## src/srr_regs.svh

```systemverilog
`ifndef SRR_REGS_SVH
`define SRR_REGS_SVH

////////////////////////////////////////////////////////////////////////
// Clock and decision time
`define SRR_CLK_MHZ    100
`define SRR_OTF_US     200

////////////////////////////////////////////////////////////////////////
// Syndrome layout: cross-check bytes in the low bits, ECC bytes above
`define SRR_XC_N       2
`define SRR_ECC_N      18
`define SRR_SYN_W      160

////////////////////////////////////////////////////////////////////////
// Re-read budget
`define SRR_GRP_LEN    8'h08
`define SRR_G2_END     8'h10
`define SRR_ARR_MAX    8'h18
`define SRR_LIMIT_RST  8'h08

////////////////////////////////////////////////////////////////////////
// Spare map
`define SRR_SPARES     4
`define SRR_NCYL       16
`define SRR_CYL_W      4

`endif

```

## src/srr_pkg.sv

```systemverilog
package srr_pkg;

  typedef enum logic [2:0] {
    S_IDLE = 3'b000,
    S_OTF  = 3'b001,
    S_EVAL = 3'b010,
    S_RRD  = 3'b011,
    S_DBC  = 3'b100
  } srr_state_e;

  typedef logic [7:0] srr_byte_t;

endpackage

```

## src/srr_fifo.sv

```systemverilog
`timescale 1ns/10ps

// Head word sits in an output register; the array holds DEPTH-1 words
module srr_fifo #(
  parameter int W     = 8,
  parameter int DEPTH = 8
) (
  input  wire logic         clk,
  input  wire logic         rst_n,
  input  wire logic         in_valid,
  input  wire logic [W-1:0] in_data,
  output logic              in_ready,
  output logic              out_valid,
  output logic [W-1:0]      out_data,
  input  wire logic         out_ready
);
  localparam int MD = DEPTH - 1;
  localparam int AW = $clog2(DEPTH);

  logic [W-1:0] mem [MD];
  logic [AW-1:0] wp_r;
  logic [AW-1:0] rp_r;
  logic [AW:0]   cnt_r;
  logic [AW:0]   cnt_nxt;
  wire           push;
  wire           load;

  function automatic logic [AW-1:0] wrap_inc(input logic [AW-1:0] p);
    return (p == AW'(MD - 1)) ? '0 : AW'(p + 1'b1);
  endfunction

  assign push    = in_valid & in_ready;
  assign load    = (~out_valid | out_ready) & (cnt_r != '0);
  assign cnt_nxt = (AW+1)'(cnt_r + push - load);

  always_ff @(posedge clk or negedge rst_n) begin
    if (!rst_n) begin
      wp_r      <= '0;
      rp_r      <= '0;
      cnt_r     <= '0;
      in_ready  <= 1'b1;
      out_valid <= 1'b0;
      out_data  <= '0;
    end else begin
      cnt_r    <= cnt_nxt;
      in_ready <= cnt_nxt < (AW+1)'(MD);
      if (push) begin
        mem[wp_r] <= in_data;
        wp_r      <= wrap_inc(wp_r);
      end
      if (load) begin
        out_data <= mem[rp_r];
        rp_r     <= wrap_inc(rp_r);
      end
      out_valid <= load | (out_valid & ~out_ready);
    end
  end
endmodule

```

## src/srr_recovery_top.sv

```systemverilog
`timescale 1ns/10ps
`include "srr_regs.svh"

module srr_recovery_top #(
  parameter int unsigned OTF_CYC = `SRR_OTF_US * `SRR_CLK_MHZ
) (
  input  wire logic                  clk,
  input  wire logic                  rst_n,
  input  wire logic                  cfg_awre,
  input  wire logic                  cfg_arre,
  input  wire logic                  cfg_rc,
  input  wire logic                  cfg_eer,
  input  wire logic                  cfg_dcr,
  input  wire logic                  cfg_limit_we,
  input  wire logic [7:0]            cfg_limit,
  input  wire logic                  med_valid,
  input  wire logic [7:0]            med_data,
  output logic                       med_ready,
  output logic                       host_valid,
  output logic [7:0]                 host_data,
  input  wire logic                  host_ready,
  input  wire logic                  syn_valid,
  input  wire logic [`SRR_SYN_W-1:0] calc_chk,
  input  wire logic [`SRR_SYN_W-1:0] stored_chk,
  input  wire logic                  otf_done,
  input  wire logic                  otf_ok,
  input  wire logic                  dbc_done,
  input  wire logic                  dbc_ok,
  input  wire logic [`SRR_CYL_W-1:0] cur_cyl,
  input  wire logic                  wr_fail,
  input  wire logic                  fact_defect,
  input  wire logic [`SRR_CYL_W-1:0] fact_cyl,
  output logic [7:0]                 reread_limit,
  output logic [7:0]                 retry_cnt,
  output logic                       busy,
  output logic                       reread_req,
  output logic                       otf_apply,
  output logic                       dbc_start,
  output logic                       stable_flag,
  output logic                       sector_ok,
  output logic                       sector_raw,
  output logic                       sector_unc,
  output logic                       realloc_req,
  output logic [`SRR_CYL_W-1:0]      spare_cyl,
  output logic [1:0]                 spare_slot,
  output logic                       realloc_inline,
  output logic                       realloc_bad,
  output logic                       spare_none
);

  ////////////////////////////////////////////////////////////////////////
  // State and datapath registers
  srr_pkg::srr_state_e   st_r;
  srr_pkg::srr_state_e   st_nxt;
  logic [`SRR_SYN_W-1:0] syn_r;
  logic [`SRR_SYN_W-1:0] prev_r;
  logic                  have_prev_r;
  logic                  otf_r;
  logic [15:0]           tmr_r;
  logic [7:0]            cnt_nxt;
  logic                  alc_r;
  logic                  alc_bad_r;
  logic                  rrq_nxt;
  logic                  ok_nxt;
  logic                  raw_nxt;
  logic                  unc_nxt;
  logic                  fix_nxt;
  logic                  dbs_nxt;
  logic                  alc_nxt;
  logic                  bad_nxt;

  ////////////////////////////////////////////////////////////////////////
  // Decoding
  wire [`SRR_SYN_W-1:0] syn;
  wire                  syn_zero;
  wire                  stable;
  wire                  tmr_end;
  wire [7:0]            lim;
  wire                  more;
  wire                  in_g3;
  wire                  dbc_want;
  wire                  al_req;
  wire                  al_fact;
  wire [`SRR_CYL_W-1:0] al_cyl;
  wire                  al_bad;
  wire                  syn_take;

  assign syn      = calc_chk ^ stored_chk;
  assign syn_zero = ~|syn;
  assign syn_take = syn_valid & (st_r == srr_pkg::S_IDLE || st_r == srr_pkg::S_RRD);
  assign stable   = have_prev_r & (syn_r == prev_r);
  assign tmr_end  = tmr_r == 16'(OTF_CYC - 1);
  // Zero limit wins over the 24 re-read budget
  assign lim      = (reread_limit == 8'h00) ? 8'h00 :
                    cfg_arre ? `SRR_ARR_MAX : reread_limit;
  assign more     = retry_cnt < lim;
  assign in_g3    = retry_cnt > `SRR_G2_END;
  // Burst correction from the second group on under ARRE, else only on early correction
  assign dbc_want = cfg_arre ? (retry_cnt > `SRR_GRP_LEN) : cfg_eer;

  ////////////////////////////////////////////////////////////////////////
  // Sequencer
  always_comb begin
    st_nxt  = st_r;
    cnt_nxt = retry_cnt;
    rrq_nxt = 1'b0;
    ok_nxt  = 1'b0;
    raw_nxt = 1'b0;
    unc_nxt = 1'b0;
    fix_nxt = 1'b0;
    dbs_nxt = 1'b0;
    alc_nxt = 1'b0;
    bad_nxt = 1'b0;
    unique case (st_r)
      srr_pkg::S_IDLE: if (syn_valid) begin
        cnt_nxt = 8'h00;
        if (syn_zero) ok_nxt = 1'b1;
        else st_nxt = srr_pkg::S_OTF;
      end
      srr_pkg::S_RRD: if (syn_valid) begin
        if (syn_zero) begin
          ok_nxt = 1'b1;
          st_nxt = srr_pkg::S_IDLE;
        end else begin
          st_nxt = srr_pkg::S_OTF;
        end
      end
      srr_pkg::S_OTF: if (otf_done || tmr_end) st_nxt = srr_pkg::S_EVAL;
      srr_pkg::S_EVAL: begin
        st_nxt = srr_pkg::S_IDLE;
        if (otf_r) begin
          fix_nxt = 1'b1;
          ok_nxt  = 1'b1;
          alc_nxt = cfg_arre & in_g3;
        end else if (cfg_rc) begin
          unc_nxt = 1'b1;
        end else if (stable && dbc_want && cfg_dcr) begin
          raw_nxt = 1'b1;
        end else if (stable && dbc_want) begin
          dbs_nxt = 1'b1;
          st_nxt  = srr_pkg::S_DBC;
        end else if (more) begin
          rrq_nxt = 1'b1;
          cnt_nxt = retry_cnt + 8'h01;
          st_nxt  = srr_pkg::S_RRD;
        end else begin
          unc_nxt = 1'b1;
          alc_nxt = cfg_arre;
          bad_nxt = cfg_arre;
        end
      end
      srr_pkg::S_DBC: if (dbc_done) begin
        st_nxt = srr_pkg::S_IDLE;
        if (dbc_ok) begin
          ok_nxt  = 1'b1;
          alc_nxt = 1'b1;
        end else if (cfg_arre && in_g3) begin
          unc_nxt = 1'b1;
          alc_nxt = 1'b1;
          bad_nxt = 1'b1;
        end else if (more) begin
          rrq_nxt = 1'b1;
          cnt_nxt = retry_cnt + 8'h01;
          st_nxt  = srr_pkg::S_RRD;
        end else begin
          unc_nxt = 1'b1;
          alc_nxt = cfg_arre;
          bad_nxt = cfg_arre;
        end
      end
      default: st_nxt = srr_pkg::S_IDLE;
    endcase
  end

  always_ff @(posedge clk or negedge rst_n) begin
    if (!rst_n) begin
      st_r        <= srr_pkg::S_IDLE;
      retry_cnt   <= 8'h00;
      busy        <= 1'b0;
      reread_req  <= 1'b0;
      otf_apply   <= 1'b0;
      dbc_start   <= 1'b0;
      stable_flag <= 1'b0;
      sector_ok   <= 1'b0;
      sector_raw  <= 1'b0;
      sector_unc  <= 1'b0;
      alc_r       <= 1'b0;
      alc_bad_r   <= 1'b0;
    end else begin
      st_r        <= st_nxt;
      retry_cnt   <= cnt_nxt;
      busy        <= st_nxt != srr_pkg::S_IDLE;
      reread_req  <= rrq_nxt;
      otf_apply   <= fix_nxt;
      dbc_start   <= dbs_nxt;
      stable_flag <= (st_r == srr_pkg::S_EVAL) & stable;
      sector_ok   <= ok_nxt;
      sector_raw  <= raw_nxt;
      sector_unc  <= unc_nxt;
      alc_r       <= alc_nxt;
      alc_bad_r   <= bad_nxt;
    end
  end

  ////////////////////////////////////////////////////////////////////////
  // Syndrome history and decision timer
  always_ff @(posedge clk or negedge rst_n) begin
    if (!rst_n) begin
      syn_r       <= '0;
      prev_r      <= '0;
      have_prev_r <= 1'b0;
    end else if (syn_take) begin
      prev_r      <= syn_r;
      syn_r       <= syn;
      have_prev_r <= st_r == srr_pkg::S_RRD;
    end
  end

  always_ff @(posedge clk or negedge rst_n) begin
    if (!rst_n) begin
      tmr_r <= 16'h0000;
      otf_r <= 1'b0;
    end else if (st_r == srr_pkg::S_OTF) begin
      tmr_r <= tmr_r + 16'h0001;
      otf_r <= otf_done & otf_ok;
    end else begin
      tmr_r <= 16'h0000;
    end
  end

  always_ff @(posedge clk or negedge rst_n) begin
    if (!rst_n) reread_limit <= `SRR_LIMIT_RST;
    else if (cfg_limit_we) reread_limit <= cfg_limit;
  end

  ////////////////////////////////////////////////////////////////////////
  // Spare allocation: read recovery first, then factory, then write
  assign al_req  = alc_r | fact_defect | (wr_fail & cfg_awre);
  assign al_fact = ~alc_r & fact_defect;
  assign al_cyl  = al_fact ? fact_cyl : cur_cyl;
  assign al_bad  = alc_r & alc_bad_r;

  srr_spare_alloc u_alloc (
    .clk      (clk),
    .rst_n    (rst_n),
    .req      (al_req),
    .cyl      (al_cyl),
    .fact     (al_fact),
    .bad      (al_bad),
    .g_valid  (realloc_req),
    .g_cyl    (spare_cyl),
    .g_slot   (spare_slot),
    .g_inline (realloc_inline),
    .g_bad    (realloc_bad),
    .g_none   (spare_none)
  );

  ////////////////////////////////////////////////////////////////////////
  // Data path: the stream never waits on recovery decisions
  srr_fifo #(
    .W     (8),
    .DEPTH (8)
  ) u_fifo (
    .clk       (clk),
    .rst_n     (rst_n),
    .in_valid  (med_valid),
    .in_data   (med_data),
    .in_ready  (med_ready),
    .out_valid (host_valid),
    .out_data  (host_data),
    .out_ready (host_ready)
  );
endmodule

```

## src/srr_spare_alloc.sv

```systemverilog
`timescale 1ns/10ps
`include "srr_regs.svh"

module srr_spare_alloc (
  input  wire logic                  clk,
  input  wire logic                  rst_n,
  input  wire logic                  req,
  input  wire logic [`SRR_CYL_W-1:0] cyl,
  input  wire logic                  fact,
  input  wire logic                  bad,
  output logic                       g_valid,
  output logic [`SRR_CYL_W-1:0]      g_cyl,
  output logic [1:0]                 g_slot,
  output logic                       g_inline,
  output logic                       g_bad,
  output logic                       g_none
);
  logic [2:0]            used_r [`SRR_NCYL];
  logic [`SRR_NCYL-1:0]  free;
  logic [`SRR_CYL_W:0]   hit;
  wire  [`SRR_CYL_W-1:0] pc;
  wire                   found;

  // Nearest cylinder with a free spare; a tie takes the lower cylinder
  function automatic logic [`SRR_CYL_W:0] nearest(
    input logic [`SRR_NCYL-1:0] fr,
    input logic [`SRR_CYL_W-1:0] c);
    logic [`SRR_CYL_W:0] r;
    int lo;
    int hi;
    r = '0;
    for (int d = `SRR_NCYL - 1; d >= 0; d--) begin
      hi = int'(c) + d;
      lo = int'(c) - d;
      if (hi < `SRR_NCYL && fr[hi]) r = {1'b1, hi[`SRR_CYL_W-1:0]};
      if (lo >= 0 && fr[lo]) r = {1'b1, lo[`SRR_CYL_W-1:0]};
    end
    return r;
  endfunction

  always_comb begin
    for (int i = 0; i < `SRR_NCYL; i++) begin
      free[i] = used_r[i] < 3'(`SRR_SPARES);
    end
  end

  assign hit   = nearest(free, cyl);
  assign found = hit[`SRR_CYL_W];
  assign pc    = hit[`SRR_CYL_W-1:0];

  always_ff @(posedge clk or negedge rst_n) begin
    if (!rst_n) begin
      for (int i = 0; i < `SRR_NCYL; i++) used_r[i] <= 3'h0;
      g_valid  <= 1'b0;
      g_cyl    <= '0;
      g_slot   <= 2'h0;
      g_inline <= 1'b0;
      g_bad    <= 1'b0;
      g_none   <= 1'b0;
    end else begin
      g_valid  <= req & found;
      g_none   <= req & ~found;
      g_cyl    <= pc;
      g_slot   <= used_r[pc][1:0];
      g_inline <= fact & (pc == cyl);
      g_bad    <= bad;
      if (req && found) used_r[pc] <= used_r[pc] + 3'h1;
    end
  end
endmodule

```

## config.mk

```make
export PLATFORM = sky130hd
export DESIGN_NAME = srr_recovery_top
export DESIGN_NICKNAME = d
export VERILOG_FILES = /design/src/srr_pkg.sv /design/src/srr_fifo.sv /design/src/srr_recovery_top.sv /design/src/srr_spare_alloc.sv
export VERILOG_INCLUDE_DIRS = /design/src
export SDC_FILE = /design/constraint.sdc
export NUM_CORES = 1
export LEC_CHECK = 0
export ABC_AREA = 1
export BUFFER_PORTS_ARGS = -buffer_cell sky130_fd_sc_hd__clkbuf_2
export CAP_MARGIN = 20
export CORE_UTILIZATION = 25
export CTS_BUF_LIST = sky130_fd_sc_hd__clkbuf_2
export CTS_CLUSTER_DIAMETER = 150
export CTS_CLUSTER_SIZE = 14
export DETAILED_ROUTE_END_ITERATION = 16
export PLACE_DENSITY = 0.52
export SKIP_LAST_GASP = 1
export SYNTH_ARGS = -nofsm -noshare
export SYNTH_HDL_FRONTEND = slang
export SYNTH_SLANG_ARGS = --single-unit
```

## constraint.sdc

```tcl
create_clock -name clk -period 6.47 [get_ports clk]
set_clock_uncertainty 0.15 [all_clocks]
set_input_delay 0.9705 -clock clk [delete_from_list [all_inputs] [get_ports clk]]
set_output_delay 0.9705 -clock clk [all_outputs]
set_load 0.01 [all_outputs]
```

==> impl_metrics.env <==
export IMPL_final_core_util_pct=32.51
export IMPL_fin_setup_tns_ns=0
export IMPL_die_h_um=323.9
export IMPL_drt_vias_per_instance=4.536
export IMPL_vias=23980
export IMPL_cts_sinks=501
export IMPL_cts_tree="built"
export IMPL_initial_core_util_pct=25.32
export IMPL_grt_pass1_wl_mm=141.6
export IMPL_core_um2=102300
export IMPL_cp_start_kind="input pin"
export IMPL_worst_path_most_repeated_cell="nand2_1"
export IMPL_wl_met2_mm=44.88
export IMPL_dr_first_iter_drc_count=1694
export IMPL_cpPeakStageDelay_ns=0.58
export IMPL_p_sw_share_pct=45.39
export IMPL_die_area_um2=104900
export IMPL_post_route_period_util_pct=89.41
export IMPL_fin_cells=5286
export IMPL_tightestPinTransition_ns=1.066
export IMPL_dp_hpwl_mm=69.31
export IMPL_ys_ff_latch=501
export IMPL_hp_class="input pin to register"
export IMPL_crit_slowest_cell="dlygate4sd3_1"
export IMPL_ys_types=63
export IMPL_wl_met1_mm=41.48
export IMPL_root_buffer="clkbuf_2"
export IMPL_synth_edf_count=56
export IMPL_maxCapViolations=0
export IMPL_post_route_cells_drive_above_1_share_pct=15.04
export IMPL_track_usage_pct=17.73
export IMPL_wl_met3_mm=4.470
export IMPL_finalWirelength_mm=94.05
export IMPL_reg2reg_from="alc_r"
export IMPL_gp_congestion=0.9486
export IMPL_p_per_area_nw_per_um2=351.6
export IMPL_grt_antenna_before_repair=10
export IMPL_cp_startpoint="fact_defect"
export IMPL_hold_viol_final=0
export IMPL_async_flop_share_pct=88.82
export IMPL_syn_num_nets=3547
export IMPL_crit_path_end_kind="register"
export IMPL_power_frac_seq_pct=42.9
export IMPL_cts_clk_slew_worst_paths_ns=0.25
export IMPL_h_tree_depth=2
export IMPL_io_buffers=404
export IMPL_worstPathMaxFanout=25
export IMPL_rrSetupSlack_ns=0.69
export IMPL_max_slew_margin_pct=28.95
export IMPL_slew_viol_final=0
export IMPL_grt_max_degree=223
export IMPL_cts_setup_buffers=0
export IMPL_dp_cells=4898
export IMPL_routedWlPerCell_um=17.79
export IMPL_yosysSeqAreaShare_pct=49.48
export IMPL_area_growth_pct=28.37
export IMPL_die_w_um=323.9
export IMPL_p_clk_share_pct=10.8
export IMPL_status="complete, no violations"
export IMPL_r2r_end="u_alloc.used_r[38]"
export IMPL_first_pass_iters=5
export IMPL_fin_nets=4280
export IMPL_worst_ep_required_time_ns=7.30
export IMPL_synthFlopType="dfrtp_1"
export IMPL_p_sw_uw=5309
export IMPL_synthCells=3166
export IMPL_vdd_ir_drop_worst_v=0.0002290
export IMPL_setup_viol=0
export IMPL_setup_worst_path_end="u_alloc.used_r[38]"
export IMPL_clk_insertion_delay_late_ns=1.19
export IMPL_fin_crit_ns=5.785
export IMPL_yosysWarnings=0
export IMPL_ant_nets=0
export IMPL_cts_buffer_depth=3
export IMPL_rows=117
export IMPL_grt_pass1_vias=23640
export IMPL_syn_area_per_cell_um2=8.184
export IMPL_drcViolationCount=0
export IMPL_p_int_uw=6387
export IMPL_combinationalPowerShare_pct=46.3
export IMPL_setup_worst_path_class="input pin to register"
export IMPL_r2r_cells=51
export IMPL_rsz0062_at_grt="no"
export IMPL_io_pins=405
export IMPL_whs_ns=0.1609
export IMPL_critPathArrivalTime_ns=6.62
export IMPL_min_delay_path_depth=4
export IMPL_syn_area_um2=25910
export IMPL_power_leakage_uw=0.01602
export IMPL_top_layer="met5"
export IMPL_cts_inserted_buffers=41
export IMPL_grt_ovfl_total=0
export IMPL_max_freq_ghz=0.1729
-- cell usage after synthesis (7+ instances only) --
cell type	count	area share (%)
a211oi_1	7	0.20
a21oi_1	53	1.0
a22o_1	11	0.37
a22oi_1	9	0.26
a31oi_1	14	0.34
buf_1	10	0.14
buf_4	10	0.29
clkbuf_1	72	1.0
dfrtp_1	443	43
edfxtp_1	56	6.5
ha_1	19	0.92
inv_1	323	4.7
inv_2	11	0.16
nand2_1	986	14
nand2_2	20	0.48
nand3_1	105	2.0
nand4_1	31	0.75
nor2_1	95	1.4
nor3_1	33	0.64
nor4_1	75	1.8
o2111ai_1	7	0.24
o211ai_1	16	0.46
o21ai_0	422	8.2
o21ai_1	27	0.52
o22ai_1	24	0.58
xor2_1	205	6.9
-- worst max-delay path, delay by kind of cell --
| kind | cells | cell delay [ns] |
|---|---|---|
| adders and majority gates | 1 | 0.19 |
| and+or+nand+nor | 43 | 3.76 |
| buffers and inverters | 6 | 1.31 |
| AOI/OAI and AO/OA | 2 | 0.37 |
-- power groups by stage --
stage          logic (uW)  clock network (uW)  registers (uW)
5_1_grt              6120                1440            5160
4_1_cts              5450                1360            5010
6_report             5420                1260            5020
3_5_place_dp         5210                   0            5080
2_1_floorplan        3420                   0            4910
3_3_place_gp         5160                   0            5070
-- logic make-up (layout without fill, tap and decap cells) --
| family | count (synthesis) | after routing | synth area share, % |
|---|---|---|---|
| simple gates | 1381 | 1381 | 22.52 |
| compound gates | 612 | 612 | 13.04 |
| flops | 501 | 501 | 49.48 |
| buf+inv | 439 | 1182 | 6.688 |
| xor+xnor | 211 | 211 | 7.190 |
| fa+ha+maj | 20 | 20 | 0.9947 |
| mux | 2 | 2 | 0.08691 |
| other cells | 0 | 9 | 0 |
-- per-layer routing --
metal,up-vias,GRT usage [%]
li1,11800,-
met1,11370,23.26
met2,695,29.76
met3,113,2.422
met4,2,6.111
met5,-,0
-- what timing repair did --
item	in CTS	in global routing
resized for setup	0	1
hold buffers	323	0
hold endpoints to repair	394	0
endpoints found under the setup margin	0	14
-- cell usage in the layout, fill, tap and decap left out, drive strengths merged, types with 8 or more instances in the layout --
cell and instances:
a22oi 9, inv 335, buf 63, o21ai 453
nor2 100, nor4 75, ha 19, nand2 1011
a21oi 54, dfrtp 443, edfxtp 56, o22ai 24
dlygate4sd3 322, a31oi 15, nand3 108, diode 9
a22o 11, clkinv 8, clkbuf 454, o211ai 17
nor3 33, nand4 32, xor2 207
-- sequential cells by signal (all words and copies together) (netlist names), 2 cells and up --
name / count
u_fifo.rp_r: 3
tmr_r: 16
prev_r: 160
u_fifo.wp_r: 3
u_fifo.out_data: 8
reread_limit: 8
u_alloc.g_slot: 2
u_fifo.cnt_r: 4
u_alloc.used_r: 48
retry_cnt: 8
u_alloc.g_cyl: 4
st_r: 3
u_fifo.mem: 56
syn_r: 160
-- worst min-delay path by stage --
| stage | from | to | slack, ns |
|---|---|---|---|
| 2_1_floorplan | alc_bad_r | u_alloc.g_bad | 0.26 |
| 3_3_place_gp | alc_bad_r | u_alloc.g_bad | 0.29 |
| 3_5_place_dp | alc_bad_r | u_alloc.g_bad | 0.29 |
| 4_1_cts | stored_chk[35] | syn_r[35] | 0.001 |
| 5_1_grt | stored_chk[35] | syn_r[35] | 0.02 |
| 6_report | calc_chk[61] | syn_r[61] | 0.16 |
-- layout make-up --
| type | count | area (um2) |
|---|---|---|
| clock inverter | 4 | 31.28 |
| clock buffer | 49 | 245.2 |
| fill | 10790 | 69070 |
| antenna | 9 | 22.52 |
| sequential | 501 | 12820 |
| tap | 1368 | 1712 |
| inverter | 339 | 1280 |
| multi-input combinational | 2226 | 11370 |
| timing repair buffer | 790 | 5781 |
-- metrics by stage --
step	power, uW	instance area, um2	setup WS (ns)
2_1_floorplan	8331	25910	1.103
3_3_place_gp	10230	29690	0.1112
3_5_place_dp	10290	29700	0.2457
4_1_cts	11820	33220	0.5580
5_1_grt	12720	33260	0.1200
6_report	11700	33260	0.6853
Power figures use the tool's default switching activity.
